<file path="src/tmhmc_pkg.sv">
// Purpose: constants and types for the two 8-bit timer units
// Assumes: one system clock of 50 MHz, peripheral clock derived from it
// Notes:   register map, field positions and reset values
//
// Contract
// bit 7 enables counting, clear zeroes counter
// unit 0 clock select: base, /2 /4 /64 /1024, event
// unit 1 clock select: base, /4 /16 /64 /4096, slow
// mode field: interval, pwm, carrier on unit 1
// bit 1 sets output default level
// bit 0 gates timer waveform onto output
// mode registers reset to zero, read write
// software keeps other bits while enabled
// software rewrites duty compare before restart
// carrier clock over six times event clock
// software starts event counter before unit 0
// pin level combines direction, latch and timer
// timer outputs routed to current driver inputs
// interval match: interrupt, clear, invert output
// pwm: cycle match active, duty match inactive
// stop returns interrupt and output to default
// count clock sources synchronised and counted
package tmhmc_pkg;

	// ----------------------------------------------------------------
	// register map
	// ----------------------------------------------------------------
	localparam logic [15:0] TMHMC_TIMER0_MODE_CONTROL = 16'hEE60;
	localparam logic [15:0] TMHMC_TIMER1_MODE_CONTROL = 16'hFF6C;
	localparam logic [7:0]  TMHMC_MODE_RESET          = 8'h00;

	// ----------------------------------------------------------------
	// field positions
	// ----------------------------------------------------------------
	localparam int TMHMC_ENABLE_BIT = 7;
	localparam int TMHMC_CKS_HI     = 6;
	localparam int TMHMC_CKS_LO     = 4;
	localparam int TMHMC_MODE_HI    = 3;
	localparam int TMHMC_MODE_LO    = 2;
	localparam int TMHMC_LEVEL_BIT  = 1;
	localparam int TMHMC_OUTEN_BIT  = 0;

	// ----------------------------------------------------------------
	// modes, clock division exponents and synchroniser depth
	// ----------------------------------------------------------------
	localparam logic [1:0] TMHMC_MODE_INTERVAL = 2'h0;
	localparam logic [1:0] TMHMC_MODE_CARRIER  = 2'h1;
	localparam logic [1:0] TMHMC_MODE_PWM      = 2'h2;
	localparam int TMHMC_PRESCALE_W = 12;
	localparam int TMHMC_SLOW_W     = 9;
	localparam int TMHMC_SYNC_DEPTH = 3;

	typedef struct packed {
		logic       enable;
		logic [2:0] clock_select;
		logic [1:0] mode;
		logic       default_level;
		logic       output_enable;
	} tmhmc_mode_t;

	typedef struct packed {
		logic [7:0] count;
		logic       use_duty;
		logic       wave;
		logic       irq;
		logic       out;
	} tmhmc_unit_t;

endpackage : tmhmc_pkg

</file>
<file path="src/tmhmc_unit.sv">
// Purpose: one timer unit: counter, compares, waveform
// Assumes: count tick is a one-cycle pulse on i_clk
// Notes:   carrier mode clears on duty compare match
`timescale 1ns/100ps
module tmhmc_unit
	import tmhmc_pkg::*;
(
	// clock and reset
	input  wire logic        i_clk,
	input  wire logic        i_rst,
	// control
	input  wire tmhmc_mode_t i_mode,
	input  wire logic        i_tick,
	input  wire logic [7:0]  i_cycle_compare,
	input  wire logic [7:0]  i_duty_compare,
	// results
	output logic             o_irq,
	output logic             o_out
);

	tmhmc_unit_t st;
	tmhmc_unit_t next_st;
	logic        cyc_hit;
	logic        duty_hit;

	assign cyc_hit  = st.count == i_cycle_compare;
	assign duty_hit = st.count == i_duty_compare;

	// ----------------------------------------------------------------
	// next state
	// ----------------------------------------------------------------
	always_comb begin
		next_st     = st;
		next_st.irq = 1'b0;
		if (!i_mode.enable) begin
			// stop, clear, default
			next_st.count    = 8'h00;
			next_st.use_duty = 1'b0;
			// default output level
			next_st.wave     = i_mode.default_level;
		end else if (i_tick) begin
			// advance on tick
			next_st.count = st.count + 8'h01;
			case (i_mode.mode)
				TMHMC_MODE_INTERVAL: begin
					// interval match
					if (cyc_hit) begin
						next_st.count = 8'h00;
						next_st.irq   = 1'b1;
						next_st.wave  = ~st.wave;
					end
				end
				TMHMC_MODE_PWM: begin
					// cycle and duty switching
					if (!st.use_duty && cyc_hit) begin
						next_st.count    = 8'h00;
						next_st.irq      = 1'b1;
						next_st.wave     = ~i_mode.default_level;
						next_st.use_duty = 1'b1;
					end else if (st.use_duty && duty_hit) begin
						next_st.wave     = i_mode.default_level;
						next_st.use_duty = 1'b0;
					end
				end
				TMHMC_MODE_CARRIER: begin
					if (!st.use_duty && cyc_hit) begin
						next_st.count    = 8'h00;
						next_st.irq      = 1'b1;
						next_st.wave     = ~i_mode.default_level;
						next_st.use_duty = 1'b1;
					end else if (st.use_duty && duty_hit) begin
						next_st.count    = 8'h00;
						next_st.irq      = 1'b1;
						next_st.wave     = i_mode.default_level;
						next_st.use_duty = 1'b0;
					end
				end
				default: begin
					next_st.count = st.count;
				end
			endcase
		end
		// output gate
		next_st.out = i_mode.output_enable ? next_st.wave
		                                   : i_mode.default_level;
	end

	always_ff @(posedge i_clk or posedge i_rst) begin
		if (i_rst) begin
			st <= '0;
		end else begin
			st <= next_st;
		end
	end

	assign o_irq = st.irq;
	assign o_out = st.out;

	// ----------------------------------------------------------------
	// checks
	// ----------------------------------------------------------------
	a_stop_clears: assert property (@(posedge i_clk)
		disable iff (i_rst)
		!i_mode.enable |=> st.count == 8'h00 && !o_irq)
		else $error("counter not cleared when stopped");
	a_interval_match: assert property (@(posedge i_clk)
		disable iff (i_rst)
		i_mode.enable && i_tick && i_mode.mode == TMHMC_MODE_INTERVAL
		&& cyc_hit |=> o_irq && st.count == 8'h00
		&& st.wave != $past(st.wave))
		else $error("interval match effect missing");
	a_pwm_duty: assert property (@(posedge i_clk)
		disable iff (i_rst)
		i_mode.enable && i_tick && i_mode.mode == TMHMC_MODE_PWM
		&& st.use_duty && duty_hit
		|=> !o_irq && st.wave == i_mode.default_level)
		else $error("pwm duty match wrong");
	a_stop_default: assert property (@(posedge i_clk)
		disable iff (i_rst)
		!i_mode.enable |=> o_out == $past(i_mode.default_level))
		else $error("output not at default while stopped");

endmodule : tmhmc_unit

</file>
<file path="src/tmhmc_top.sv">
// Purpose: mode control registers and clock selection for two timers
// Assumes: byte register port, event counter output from outside
// Notes:   pin outputs combine timer, direction and latch
`timescale 1ns/100ps
module tmhmc_top
	import tmhmc_pkg::*;
(
	// clock and reset
	input  wire logic        i_clk,
	input  wire logic        i_rst,
	// register port
	input  wire logic [15:0] i_addr,
	input  wire logic        i_wr,
	input  wire logic [7:0]  i_wdata,
	output logic [7:0]       o_rdata,
	// outside sources
	input  wire logic        i_event_counter_a,
	input  wire logic        i_event_counter_b,
	input  wire logic        i_slow_clock,
	// compares
	input  wire logic [7:0]  i_unit0_cycle_compare,
	input  wire logic [7:0]  i_unit0_duty_compare,
	input  wire logic [7:0]  i_unit1_cycle_compare,
	input  wire logic [7:0]  i_unit1_duty_compare,
	// port controls
	input  wire logic [1:0]  i_pin_direction_bit,
	input  wire logic [1:0]  i_pin_output_latch,
	// results
	output logic [1:0]       o_timer_interrupt_request,
	output logic [1:0]       o_timer_output,
	output logic [1:0]       o_pin_out,
	output logic [1:0]       o_pin_oe_n,
	output logic [3:0]       o_driver_pwm
);

	typedef struct packed {
		tmhmc_mode_t [1:0]            mode;
		logic [TMHMC_PRESCALE_W-1:0] pre;
		logic [TMHMC_PRESCALE_W-1:0] pre_q;
		logic [TMHMC_SLOW_W-1:0]     slow;
		logic [TMHMC_SLOW_W-1:0]     slow_q;
		logic [TMHMC_SYNC_DEPTH-1:0] ev_sync;
		logic [TMHMC_SYNC_DEPTH-1:0] rl_sync;
		logic [TMHMC_SYNC_DEPTH-1:0] evb_sync;
		logic                        ev_lvl;
		logic                        rl_lvl;
		logic                        evb_lvl;
		logic [7:0]                  rdata;
		logic [1:0]                  pin_out;
		logic [1:0]                  pin_oe_n;
		logic [3:0]                  drv;
	} tmhmc_top_t;

	tmhmc_top_t st;
	tmhmc_top_t next_st;
	logic [1:0] tick;
	logic [1:0] irq;
	logic [1:0] tout;
	logic       rl_rise;
	logic       ev_rise;

	// both groups enter on the second and third stage agreeing
	assign ev_rise = st.ev_sync[2] & st.ev_sync[1] & ~st.ev_lvl;
	assign rl_rise = st.rl_sync[2] & st.rl_sync[1] & ~st.rl_lvl;

	function automatic logic edge_of(input logic [11:0] now,
	                                 input logic [11:0] was,
	                                 input int          bitn);
		edge_of = now[bitn] & ~was[bitn];
	endfunction : edge_of

	// ----------------------------------------------------------------
	// next state
	// ----------------------------------------------------------------
	always_comb begin
		next_st = st;
		// byte writes to the two registers
		if (i_wr && i_addr == TMHMC_TIMER0_MODE_CONTROL) begin
			next_st.mode[0] = tmhmc_mode_t'(i_wdata);
		end
		if (i_wr && i_addr == TMHMC_TIMER1_MODE_CONTROL) begin
			next_st.mode[1] = tmhmc_mode_t'(i_wdata);
		end
		case (i_addr)
			TMHMC_TIMER0_MODE_CONTROL: next_st.rdata = st.mode[0];
			TMHMC_TIMER1_MODE_CONTROL: next_st.rdata = st.mode[1];
			default:                   next_st.rdata = 8'h00;
		endcase
		// prescalers and synchronisers
		next_st.pre      = st.pre + 12'h001;
		next_st.pre_q    = st.pre;
		next_st.ev_sync  = {st.ev_sync[1:0], i_event_counter_a};
		next_st.rl_sync  = {st.rl_sync[1:0], i_slow_clock};
		next_st.evb_sync = {st.evb_sync[1:0], i_event_counter_b};
		if (st.ev_sync[2] == st.ev_sync[1]) begin
			next_st.ev_lvl = st.ev_sync[2];
		end
		if (st.rl_sync[2] == st.rl_sync[1]) begin
			next_st.rl_lvl = st.rl_sync[2];
		end
		if (st.evb_sync[2] == st.evb_sync[1]) begin
			next_st.evb_lvl = st.evb_sync[2];
		end
		next_st.slow   = rl_rise ? st.slow + 9'h001 : st.slow;
		next_st.slow_q = st.slow;
		// pin from timer, latch and direction
		for (int u = 0; u < 2; u++) begin
			next_st.pin_oe_n[u] = i_pin_direction_bit[u];
			next_st.pin_out[u]  = tout[u] | i_pin_output_latch[u];
		end
		// driver routing
		next_st.drv = {st.ev_lvl, tout[1], tout[0], st.evb_lvl};
	end

	// unit 0 clock select
	always_comb begin
		case (st.mode[0].clock_select)
			3'h0: tick[0] = 1'b1;
			3'h1: tick[0] = edge_of(st.pre, st.pre_q, 0);
			3'h2: tick[0] = edge_of(st.pre, st.pre_q, 1);
			3'h3: tick[0] = edge_of(st.pre, st.pre_q, 5);
			3'h4: tick[0] = edge_of(st.pre, st.pre_q, 9);
			3'h5: tick[0] = ev_rise;
			default: tick[0] = 1'b0;
		endcase
	end

	// unit 1 clock select
	always_comb begin
		case (st.mode[1].clock_select)
			3'h0: tick[1] = 1'b1;
			3'h1: tick[1] = edge_of(st.pre, st.pre_q, 1);
			3'h2: tick[1] = edge_of(st.pre, st.pre_q, 3);
			3'h3: tick[1] = edge_of(st.pre, st.pre_q, 5);
			3'h4: tick[1] = edge_of(st.pre, st.pre_q, 11);
			3'h5: tick[1] = rl_rise & st.slow[6:0] == 7'h7F;
			3'h6: tick[1] = rl_rise & st.slow == 9'h1FF;
			default: tick[1] = rl_rise;
		endcase
	end

	always_ff @(posedge i_clk or posedge i_rst) begin
		if (i_rst) begin
			st <= '0;
		end else begin
			st <= next_st;
		end
	end

	// ----------------------------------------------------------------
	// timer units
	// ----------------------------------------------------------------
	tmhmc_mode_t [1:0] umode;
	always_comb begin
		umode = st.mode;
		// unit 0 has no carrier mode
		if (st.mode[0].mode == TMHMC_MODE_CARRIER) begin
			umode[0].mode = 2'h3;
		end
	end

	genvar g;
	generate
		for (g = 0; g < 2; g++) begin : g_unit
			tmhmc_unit u_unit (
				.i_clk           (i_clk),
				.i_rst           (i_rst),
				.i_mode          (umode[g]),
				.i_tick          (tick[g]),
				.i_cycle_compare (g == 0 ? i_unit0_cycle_compare
				                         : i_unit1_cycle_compare),
				.i_duty_compare  (g == 0 ? i_unit0_duty_compare
				                         : i_unit1_duty_compare),
				.o_irq           (irq[g]),
				.o_out           (tout[g])
			);
		end
	endgenerate

	assign o_timer_interrupt_request = irq;
	assign o_timer_output            = tout;
	assign o_rdata                   = st.rdata;
	assign o_pin_out                 = st.pin_out;
	assign o_pin_oe_n                = st.pin_oe_n;
	assign o_driver_pwm              = st.drv;

	// ----------------------------------------------------------------
	// checks
	// ----------------------------------------------------------------
	a_reg_write: assert property (@(posedge i_clk)
		disable iff (i_rst)
		i_wr && i_addr == TMHMC_TIMER0_MODE_CONTROL
		|=> st.mode[0] == $past(i_wdata))
		else $error("mode register write lost");
	a_stop_no_irq: assert property (@(posedge i_clk)
		disable iff (i_rst)
		!st.mode[1].enable [*2] |-> !irq[1])
		else $error("interrupt while stopped");
	a_gate_output: assert property (@(posedge i_clk)
		disable iff (i_rst)
		!st.mode[0].output_enable [*2]
		|-> tout[0] == $past(st.mode[0].default_level))
		else $error("output not gated");
	a_pin_dir: assert property (@(posedge i_clk)
		disable iff (i_rst)
		1'b1 |=> o_pin_oe_n == $past(i_pin_direction_bit))
		else $error("pin enable does not follow direction");
	a_slow_tick: assert property (@(posedge i_clk)
		disable iff (i_rst)
		st.mode[1].clock_select == 3'h7 && rl_rise |-> tick[1])
		else $error("slow clock tick missed");
	a_driver_route: assert property (@(posedge i_clk)
		disable iff (i_rst)
		1'b1 |=> o_driver_pwm[2:1] == $past(tout))
		else $error("timer outputs not routed to driver");

endmodule : tmhmc_top

</file>
<file path="config.mk">
export PLATFORM = sky130hd
export DESIGN_NAME = tmhmc_top
export DESIGN_NICKNAME = d
export VERILOG_FILES = /design/src/tmhmc_pkg.sv /design/src/tmhmc_unit.sv /design/src/tmhmc_top.sv
export SDC_FILE = /design/constraint.sdc
export NUM_CORES = 1
export LEC_CHECK = 0
export BUFFER_PORTS_ARGS = -buffer_cell sky130_fd_sc_hd__buf_2
export CELL_PAD_IN_SITES_DETAIL_PLACEMENT = 0
export CELL_PAD_IN_SITES_GLOBAL_PLACEMENT = 1
export CORE_ASPECT_RATIO = 1.75
export CORE_UTILIZATION = 47
export DETAILED_ROUTE_END_ITERATION = 10
export HOLD_SLACK_MARGIN = 0.02
export MAX_ROUTING_LAYER = met4
export PLACE_DENSITY = 0.92
export SYNTH_ARGS = -nofsm -noshare
export SYNTH_HDL_FRONTEND = slang
export SYNTH_SLANG_ARGS = --single-unit
</file>
<file path="constraint.sdc">
create_clock -name i_clk -period 6.95 [get_ports i_clk]
set_clock_uncertainty 0.1 [all_clocks]
set_input_delay 0.3475 -clock i_clk [delete_from_list [all_inputs] [get_ports i_clk]]
set_output_delay 0.3475 -clock i_clk [all_outputs]
set_load 0.05 [all_outputs]
</file>
== Word-level counts from Yosys, hierarchy flattened ==
Cells that the tools add are included.
W data, S select, Z words.

* Flip-flop bits (word level): 101
* Input port bits: 66
* Output and inout bits: 20
* Logic and storage cells: 150

* $add $sub $neg: 4
* Eq/ne operators: 37
* Multiplexer cells: 34
* Bitwise logic cells: 26
* Reductions and logical operators: 16

{| class="wikitable"
|+ Operators by type and width
! operator !! count
|-
| $mux W11 || 6
|-
| $pmux W8 S3 || 2
|-
| $eq A16 B16 Y1 const B || 2
|-
| $eq A8 B8 Y1 || 4
|-
| $mux W8 || 4
|-
| $mux W10 || 2
|-
| $add A8 B1 Y8 const B || 2
|-
| $ne A4 B2 Y1 const B || 4
|-
| $pmux W8 S2 || 1
|-
| $eq A3 B3 Y1 const B || 5
|-
| $mux W2 || 7
|-
| $add A12 B1 Y12 const B || 1
|-
| $and A1 B1 Y1 || 12
|-
| $eq A3 B2 Y1 const B || 4
|-
| $not A1 Y1 || 12
|-
| $pmux W2 S3 || 2
|-
| $add A9 B1 Y9 const B || 1
|-
| $eq A9 B9 Y1 const B || 1
|-
| $ne A4 B1 Y1 const B || 2
|-
| $reduce_and A4 Y1 || 2
|-
| $eq A7 B7 Y1 const B || 1
|-
| $pmux W1 S7 || 1
|-
| $eq A2 B1 Y1 const B || 3
|-
| $eq A3 B1 Y1 const B || 2
|-
| 13 further kinds || 34
|}

== Logic depth before layout (Yosys ltp) ==
Gate-level depths: netlist of the first run.

* Depth in word-level cells: 8
* Depth in mapped cells: 9
* Depth with buffers taken out: 9

== Modules after synthesis ==
From an unflattened synthesis of the first run, not the netlist that was laid out.

* Cells, all modules: 460
* Area total of the unflattened synthesis: 5092.4 um^2

{| class="wikitable"
|+ Modules (own cells, without submodules)
! module !! times used !! cells each !! area an instance (um^2) !! sequential area each (um^2)
|-
| tmhmc_top || 1 || 208 || 2850.2 || 1776.7
|-
| tmhmc_unit || 2 || 126 || 1121.1 || 300.3
|}

== Worst setup path after synthesis of the first run ==
Ideal clock, no wire load.

* Kind: flip-flop to flip-flop
* Start point: register st, in the netlist next_st[28]
* End point: register g_unit[1].u_unit.st[4] (netlist bit)
* Library setup time: 0.125 ns
* Arrival: 1.967 ns
* Required time: 6.725 ns
* Setup slack: 4.758 ns
* Cell stages (with the launch flop): 10
* Path buffers: 0
* Clock period less this slack: 2.192 ns
* Cell sequence: dfrtp_1 > ha_1 > nand3_1 > nor2_1 > ha_1 > a221o_1 > o2111ai_1 > a22o_1 > nor2_2 > mux2_2

* Cells in the longest elaborated chain, start to end: 5
* Elaborated cells between the ends (all ways): 7
* Classes of those cells: eq/ne (3); mux (1); bitwise (2); reduce/logical (1)

{| class="wikitable"
|+ Ends and longest elaborated chain
! element !! line !! RTL
|-
| start: declaration || tmhmc_top.sv:54 || <nowiki>tmhmc_top_t st;</nowiki>
|-
| start signal: assignment || tmhmc_top.sv:146 || <nowiki>st <= next_st;</nowiki>
|-
| $eq A9 B9 Y1 / $eq A7 B7 Y1 (equally long branches) || tmhmc_top.sv:137, tmhmc_top.sv:136 ||
|-
| $and A1 B1 Y1, on equally long branches || tmhmc_top.sv:137, tmhmc_top.sv:136 ||
|-
| $pmux W1 S7 (*) || tmhmc_top.sv:130 || <nowiki>case (st.mode[1].clock_select)</nowiki>
|-
| $ne A2 B1 Y1 (no source line) (*) || - ||
|-
| $reduce_and A2 Y1 (no source line) (*) || - ||
|-
| end signal: assignment || tmhmc_unit.sv:92 || <nowiki>st <= next_st;</nowiki>
|-
| end: declaration || tmhmc_unit.sv:21 || <nowiki>tmhmc_unit_t st;</nowiki>
|}

Every way passes the cells marked *; elsewhere a longest branch is shown, timed or not.
A chain may end at the register's enable or synchronous reset.

== Final worst setup path of the first run ==
Same ends and word-level chain as after synthesis.

==> results.toml, run 1 <==
[synthesis]
yosysTopAreaCell = "dfrtp_1"
synth_area_um2 = 4740
synthFlopType = "dfrtp_1"
ys_seq_area_share_pct = 50.1
synth_edf_count = 0
async_reset_ff_share_pct = 100
ys_ff_latch = 95
synth_common_cells = "95 x dfrtp_1, 35 x nand2_1, 32 x xnor2_1, 21 x buf_4, 20 x xor2_1"
synth.top_cell.area_share_pct = 50.1
synth.avg_cell_area_um2 = 11.1
netlist_instances = 426
yosysWarnings = 0
synth_most_common_cell = "dfrtp_1"
synth_nets = 503
ys_top_cells_by_area = "dfrtp_1 50%, xnor2_1 5.9%, mux2_2 4.5%, xor2_1 3.7%, buf_4 3.3%"
ys_types = 66

[drt]
first_pass_iters = 4
ant_nets = 0
drt-total-wl_mm = 9.86
via_per_inst = 5.30
routedLengthMet1_mm = 3.65
via_count = 3342
routed-wl-met2_mm = 5.51
highest_layer = "met4"
wl_met3_um = 347
drc_errors = 0
drt-initial-drc-count = 162
routedWlPerCell_um = 15.6

[pwr]
leakage_uw = 0.00261
ir_drop_mv = 0.129
intPower_uw = 901
switching_share_pct = 22.8
pwr-share-seq_pct = 50.5
pwr-share-clk_pct = 42.3
comb_power_share_pct = 7.3
power_density_nw_per_um2 = 212
switchingPower_uw = 267

[clock_tree]
clock_path_buffers = 2
post_cts_resized = 0
clk_latency_ns = 0.34
clk_pin_slew_ns = 0.07
cts-buffers-inserted = 9
tritoncts = "done"
h-tree-depth = 3
clock-sinks = 95
cts_root_buffer = "clkbuf_16"

[floorplanning]
die_w_um = 77.9
die_y_um = 135
io_pins = 86
initial_core_util_pct = 48.1
core_area_um2 = 9850
num_rows = 48
die-area_um2 = 10500

[sta]
final_hold_viol_count = 0
fin_setup_tns_ns = 0
slew_headroom_pct = 59.6
drv_slew = 0
grt_setup_unrepaired = "no"
fmax_ghz = 0.420
post-route-period-util_pct = 34.2
period_needed_ns = 2.38
finalSetupViolCount = 0
worst_pin_slew_ns = 0.605

[critical_path]
crit_slowest_cell = "dfrtp_1"
r2r_cells = 9
cp.arrival_ns = 2.51
crit_required_ns = 7.08
critPathMaxFanout = 6
critPathMaxStageDelay_ns = 0.41
cp-end-kind = "flip-flop"
critPathKind = "reg -> reg"
critPathLaunchType = "flip-flop"
crit_path_frequent_cell = "ha_1"
crit_chain = "ha_1, nand3_1, nor2_1, ha_1, a221o_1, o2111ai_1, a22o_1, nor2_2, mux2_2"

[global_route]
grt_pass1_wl_mm = 16.5
grt_usage_pct = 21.3
grt-ovfl-total = 0
antenna_found_initial = 0
grt_max_degree = 51
grt_pass1_vias = 3573

[layout]
nets = 577
layout-drive-gt1-share_pct = 28.9
syn2layout_area_growth_pct = 15.9
diodes = 0
utilization_pct = 55.8
fill_cells = 857

[placement]
gp_congestion = 0.827
port-buffer-count = 85
hpwl_mm = 7.45

[worst_hold_path]
hp-class = "in -> reg"
hold_depth = 2

[outcome]
outcome = "finished clean"

[flow_run]
max-cap-violations = 0
==> power by group through the flow <==
stage | clock, uW | combinational, uW | sequential [uW]
final | 494 | 84.9 | 589
after global routing | 530 | 94.0 | 591
after CTS | 506 | 86.4 | 589
after detailed placement | 0 | 83.3 | 600
after global placement | 0 | 80.4 | 598
after floorplan | 0 | 55.0 | 596
==> state kept, by name, indices dropped and copies added (netlist names) <==
name,flops
g_unit.u_unit.o_out,2
g_unit.u_unit.st,20
o_pin_oe_n,2
next_st,29
g_unit.u_unit.o_irq,2
o_pin_out,2
o_driver_pwm,4
o_rdata,8
st,26
==> final timing paths <==
kind | start | to | slack, ns
max in group asynchronous | i_rst | next_st[36]$_DFFE_PP0N_ | 5.24
worst min register to register | next_st[26]$_DFF_PP0_ | next_st[27]$_DFF_PP0_ | 0.25
worst min-delay path | i_pin_output_latch[1] | o_pin_out[1]$_DFF_PP0_ | 0.09
min in group asynchronous | i_rst | st[75]$_DFFE_PP0P_ | 0.51
worst max register to register | next_st[28]$_DFFE_PP0N_ | g_unit[1].u_unit.st[4]$_DFFE_PP0P_ | 4.57
worst max-delay path | next_st[28]$_DFFE_PP0N_ | g_unit[1].u_unit.st[4]$_DFFE_PP0P_ | 4.57
==> metrics by stage <==
stage               total power, uW  instances  setup WS (ns)  hold slack, ns  instance area [um^2]
detailed placement              683        608           4.59           0.236                  5140
CTS                            1180        630           4.58          0.0815                  5500
floorplan                       651        426           4.03           0.231                  4740
finish                         1170        630           4.57          0.0946                  5500
global placement                678        608           4.63           0.235                  5140
global route                   1220        630           4.46          0.0879                  5500
==> layer usage <==
metal | up-vias | global-route usage, %
met5 | - | -
li1 | 1623 | -
met3 | 24 | 4.19
met2 | 86 | 39.2
met1 | 1609 | 20.7
met4 | 0 | 11.1
==> cells in the final DEF (no fill, tap or decap), drive strengths merged, types with 3 or more instances in the layout <==
| cell type | instances |
|---|---|
| ha | 11 |
| nor3 | 4 |
| o21ai | 10 |
| nand3 | 16 |
| xnor2 | 32 |
| or3 | 4 |
| inv | 18 |
| nand4 | 11 |
| nand2 | 38 |
| and4 | 3 |
| dfrtp | 95 |
| nand2b | 10 |
| o21a | 3 |
| mux2 | 19 |
| a21oi | 9 |
| a22o | 14 |
| or2 | 7 |
| and3 | 6 |
| a211oi | 3 |
| buf | 86 |
| a21o | 5 |
| nor4 | 4 |
| dlygate4sd3 | 6 |
| nand4b | 3 |
| nor2 | 19 |
| xor2 | 20 |
| clkbuf | 12 |
==> area by class of cell <==
cell class,instances,area [um^2],area share [%]
clock buffer,12,246,4.48
clock inverter,4,53.8,0.979
inverter,17,66.3,1.21
multi-input combinational,285,2100,38.3
sequential,95,2380,43.3
tap,125,156,2.85
timing repair buffer,92,493,8.97
==> logic make-up after synthesis <==
group | after synthesis | share of synthesized area (%)
adder cells (fa/ha/maj) | 12 | 3.11
multiplexers | 19 | 4.51
AND/OR/NAND/NOR | 134 | 16.1
flip-flops | 95 | 50.1
buffers and inverters | 46 | 5.49
XOR/XNOR | 52 | 9.61
AO/OA/AOI/OAI | 68 | 11.1
==> worst max-delay path, delay by kind of cell, from the launching register on <==
family | cells | cell delay (ns)
AOI/OAI and AO/OA | 3 | 0.86
adders and majority gates | 2 | 0.42
DFF | 1 | 0.41
muxes | 1 | 0.26
and+or+nand+nor | 3 | 0.23
==> what timing repair did <==
| item | in CTS | in global routing |
|---|---|---|
| hold buffers | 6 | 0 |
| setup buffers | 0 | 0 |
| hold endpoints to repair | 50 | 0 |
Note: power is estimated with default switching activity, not from simulation.
==> run 2, diff against run 1 <==
ABC_AREA = 1   (was default)
CORE_UTILIZATION = 42   (was 47)
PLACE_DENSITY = 0.87   (was 0.92)
clock period = 2.35 ns   (was 6.95 ns; I/O delays follow)
==> results.toml, run 2 <==
[clock_tree]
cts_root_buffer = "clkbuf_16"
clock_path_buffers = 2
clock-sinks = 95
clk_pin_slew_ns = 0.06
cts-buffers-inserted = 9
post-cts-setup-buffers = 0
clk_latency_ns = 0.34
tritoncts = "done"
h-tree-depth = 3

[floorplanning]
num_rows = 51
initial_core_util_pct = 43.5
die-area_um2 = 12000
die_w_um = 83.3
io_pins = 86
die_y_um = 144
core_area_um2 = 11200

[sta]
worst_pin_slew_ns = 0.700
finalSetupViolCount = 0
slew_headroom_pct = 53.2
post-route-period-util_pct = 87.9
setup_ws_ns = 0.284
fin_setup_tns_ns = 0
fmax_ghz = 0.484
drv_slew = 0
grt_setup_unrepaired = "no"
final_hold_viol_count = 0
period_needed_ns = 2.07

[critical_path]
rr_startpoint = "next_st[28]$_DFFE_PP0N_"
critPathLaunchType = "flip-flop"
setup.worst_path.start = "next_st[28]$_DFFE_PP0N_"
r2r_cells = 15
critPathMaxFanout = 7
crit_required_ns = 2.46
cp.arrival_ns = 2.18
cp-end-kind = "flip-flop"
critPathKind = "reg -> reg"

[drt]
drc_errors = 0
first_pass_iters = 6
wl_met3_um = 449
via_per_inst = 4.84
highest_layer = "met4"
drt-initial-drc-count = 240
via_count = 3894
ant_nets = 0
routed-wl-met2_mm = 5.48
routedWlPerCell_um = 12.6
drt-total-wl_mm = 10.1
routedLengthMet1_mm = 4.01

[synthesis]
synth_common_cells = "156 x nand2_1, 95 x dfrtp_1, 91 x inv_1, 35 x nor2_1, 24 x nand3_1"
netlist_instances = 577
synth_area_um2 = 4860
synth.top_cell.area_share_pct = 48.9
yosysTopAreaCell = "dfrtp_1"
ys_seq_area_share_pct = 48.9
ys_ff_latch = 95
synth_edf_count = 0
synthFlopType = "dfrtp_1"
ys_top_cells_by_area = "dfrtp_1 49%, nand2_1 12%, inv_1 7.0%, buf_4 3.2%, xor2_1 3.2%"
async_reset_ff_share_pct = 100
synth_nets = 654
yosysWarnings = 0
synth_most_common_cell = "nand2_1"
synth.avg_cell_area_um2 = 8.42
ys_types = 39

[worst_hold_path]
hold_depth = 4
hold_start = "i_addr[1]"
hp-class = "in -> reg"

[layout]
nets = 745
layout-drive-gt1-share_pct = 20.2
syn2layout_area_growth_pct = 19.0
utilization_pct = 51.8
stdcell_count = 805
final_cell_mix = "155 x nand2_1, 95 x dfrtp_1, 89 x inv_1"
layout.cells.most_common = "nand2_1"
largest_register_ffs = 29
diodes = 0
fill_cells = 1056

[global_route]
grt_pass1_vias = 3872
grt-ovfl-total = 0
grt_max_degree = 44
grt_pass1_wl_mm = 17.1
grt_usage_pct = 18.6
antenna_found_initial = 0

[placement]
placed_cells = 773
gp_congestion = 0.877
dpl_worst_slack_ns = 0.177
port-buffer-count = 85
hpwl_mm = 7.81

[pwr]
power_density_nw_per_um2 = 613
ir_drop_mv = 0.408
leakage_uw = 0.00293
finalPower_uw = 3540

[outcome]
outcome = "finished clean"

[flow_run]
max-cap-violations = 0
-- run 2: cells by family (layout without fill, tap and decap cells) --
family / after synthesis / in the layout / share of synthesized area, %
adder cells (fa/ha/maj): 12 / 12 / 3.04
buffers and inverters: 121 / 217 / 11.0
AND/OR/NAND/NOR: 246 / 246 / 21.8
AO/OA/AOI/OAI: 70 / 70 / 9.24
flip-flops: 95 / 95 / 48.9
XOR/XNOR: 31 / 31 / 5.59
multiplexers: 2 / 2 / 0.463
-- run 2: per-layer routing --
metal | global-route usage, % | vias to the layer above
li1 | - | 1980
met1 | 20.3 | 1798
met2 | 33.3 | 102
met3 | 3.71 | 14
met4 | 7.26 | 0
met5 | - | -
-- run 2: layout make-up --
| cell class | instances | area [um^2] | share of cell area (%) |
|---|---|---|---|
| clock buffers | 13 | 240 | 4.15 |
| clock inverters | 3 | 67.6 | 1.17 |
| inverters | 98 | 372 | 6.42 |
| multi-input cells | 361 | 1950 | 33.7 |
| flip-flops and latches | 95 | 2380 | 41.1 |
| well taps | 132 | 165 | 2.85 |
| repair buffers | 103 | 613 | 10.6 |
-- run 2: metrics by stage --
stage	hold WS [ns]	area (um^2)
floorplan	0.0489	4860
global placement	0.125	5320
detailed placement	0.127	5320
CTS	0.192	5780
global route	0.220	5790
finish	0.193	5790
-- run 2: where the power goes --
| group | leakage (uW) | switching [uW] | internal, uW |
|---|---|---|---|
| Sequential | 0.00126 | 42.2 | 1690 |
| Clock | 0.000144 | 595 | 934 |
| Combinational | 0.00153 | 156 | 124 |
-- run 2: what timing repair did --
item                                    CTS  global route
gates resized for setup                   0             2
hold buffers                             16             0
hold endpoints to repair                 54             0
endpoints found under the setup margin    0             8
-- run 2: critical path, stage by stage, from the launching register on --
cell and delay [ns]:
dfrtp_1 0.39, ha_1 0.18, inv_1 0.05, nor2_1 0.09, nand2_1 0.07, nor2_1 0.10
ha_1 0.15, o21ai_1 0.05, a21oi_1 0.14, nand2_1 0.07, nand2_2 0.11, inv_1 0.07
nand2_1 0.06, nand2_1 0.07, inv_2 0.13, o22ai_1 0.10
-- run 2: final timing paths --
path,end,slack (ns)
max,g_unit[1].u_unit.st[9]$_DFFE_PP0P_,0.28
min,o_rdata[2]$_DFF_PP0_,0.19
max reg2reg,g_unit[1].u_unit.st[9]$_DFFE_PP0P_,0.28
min reg2reg,next_st[27]$_DFF_PP0_,0.25
max in group asynchronous,g_unit[1].u_unit.st[10]$_DFFE_PP0P_,1.10
min in group asynchronous,st[17]$_DFFE_PP0N_,0.34
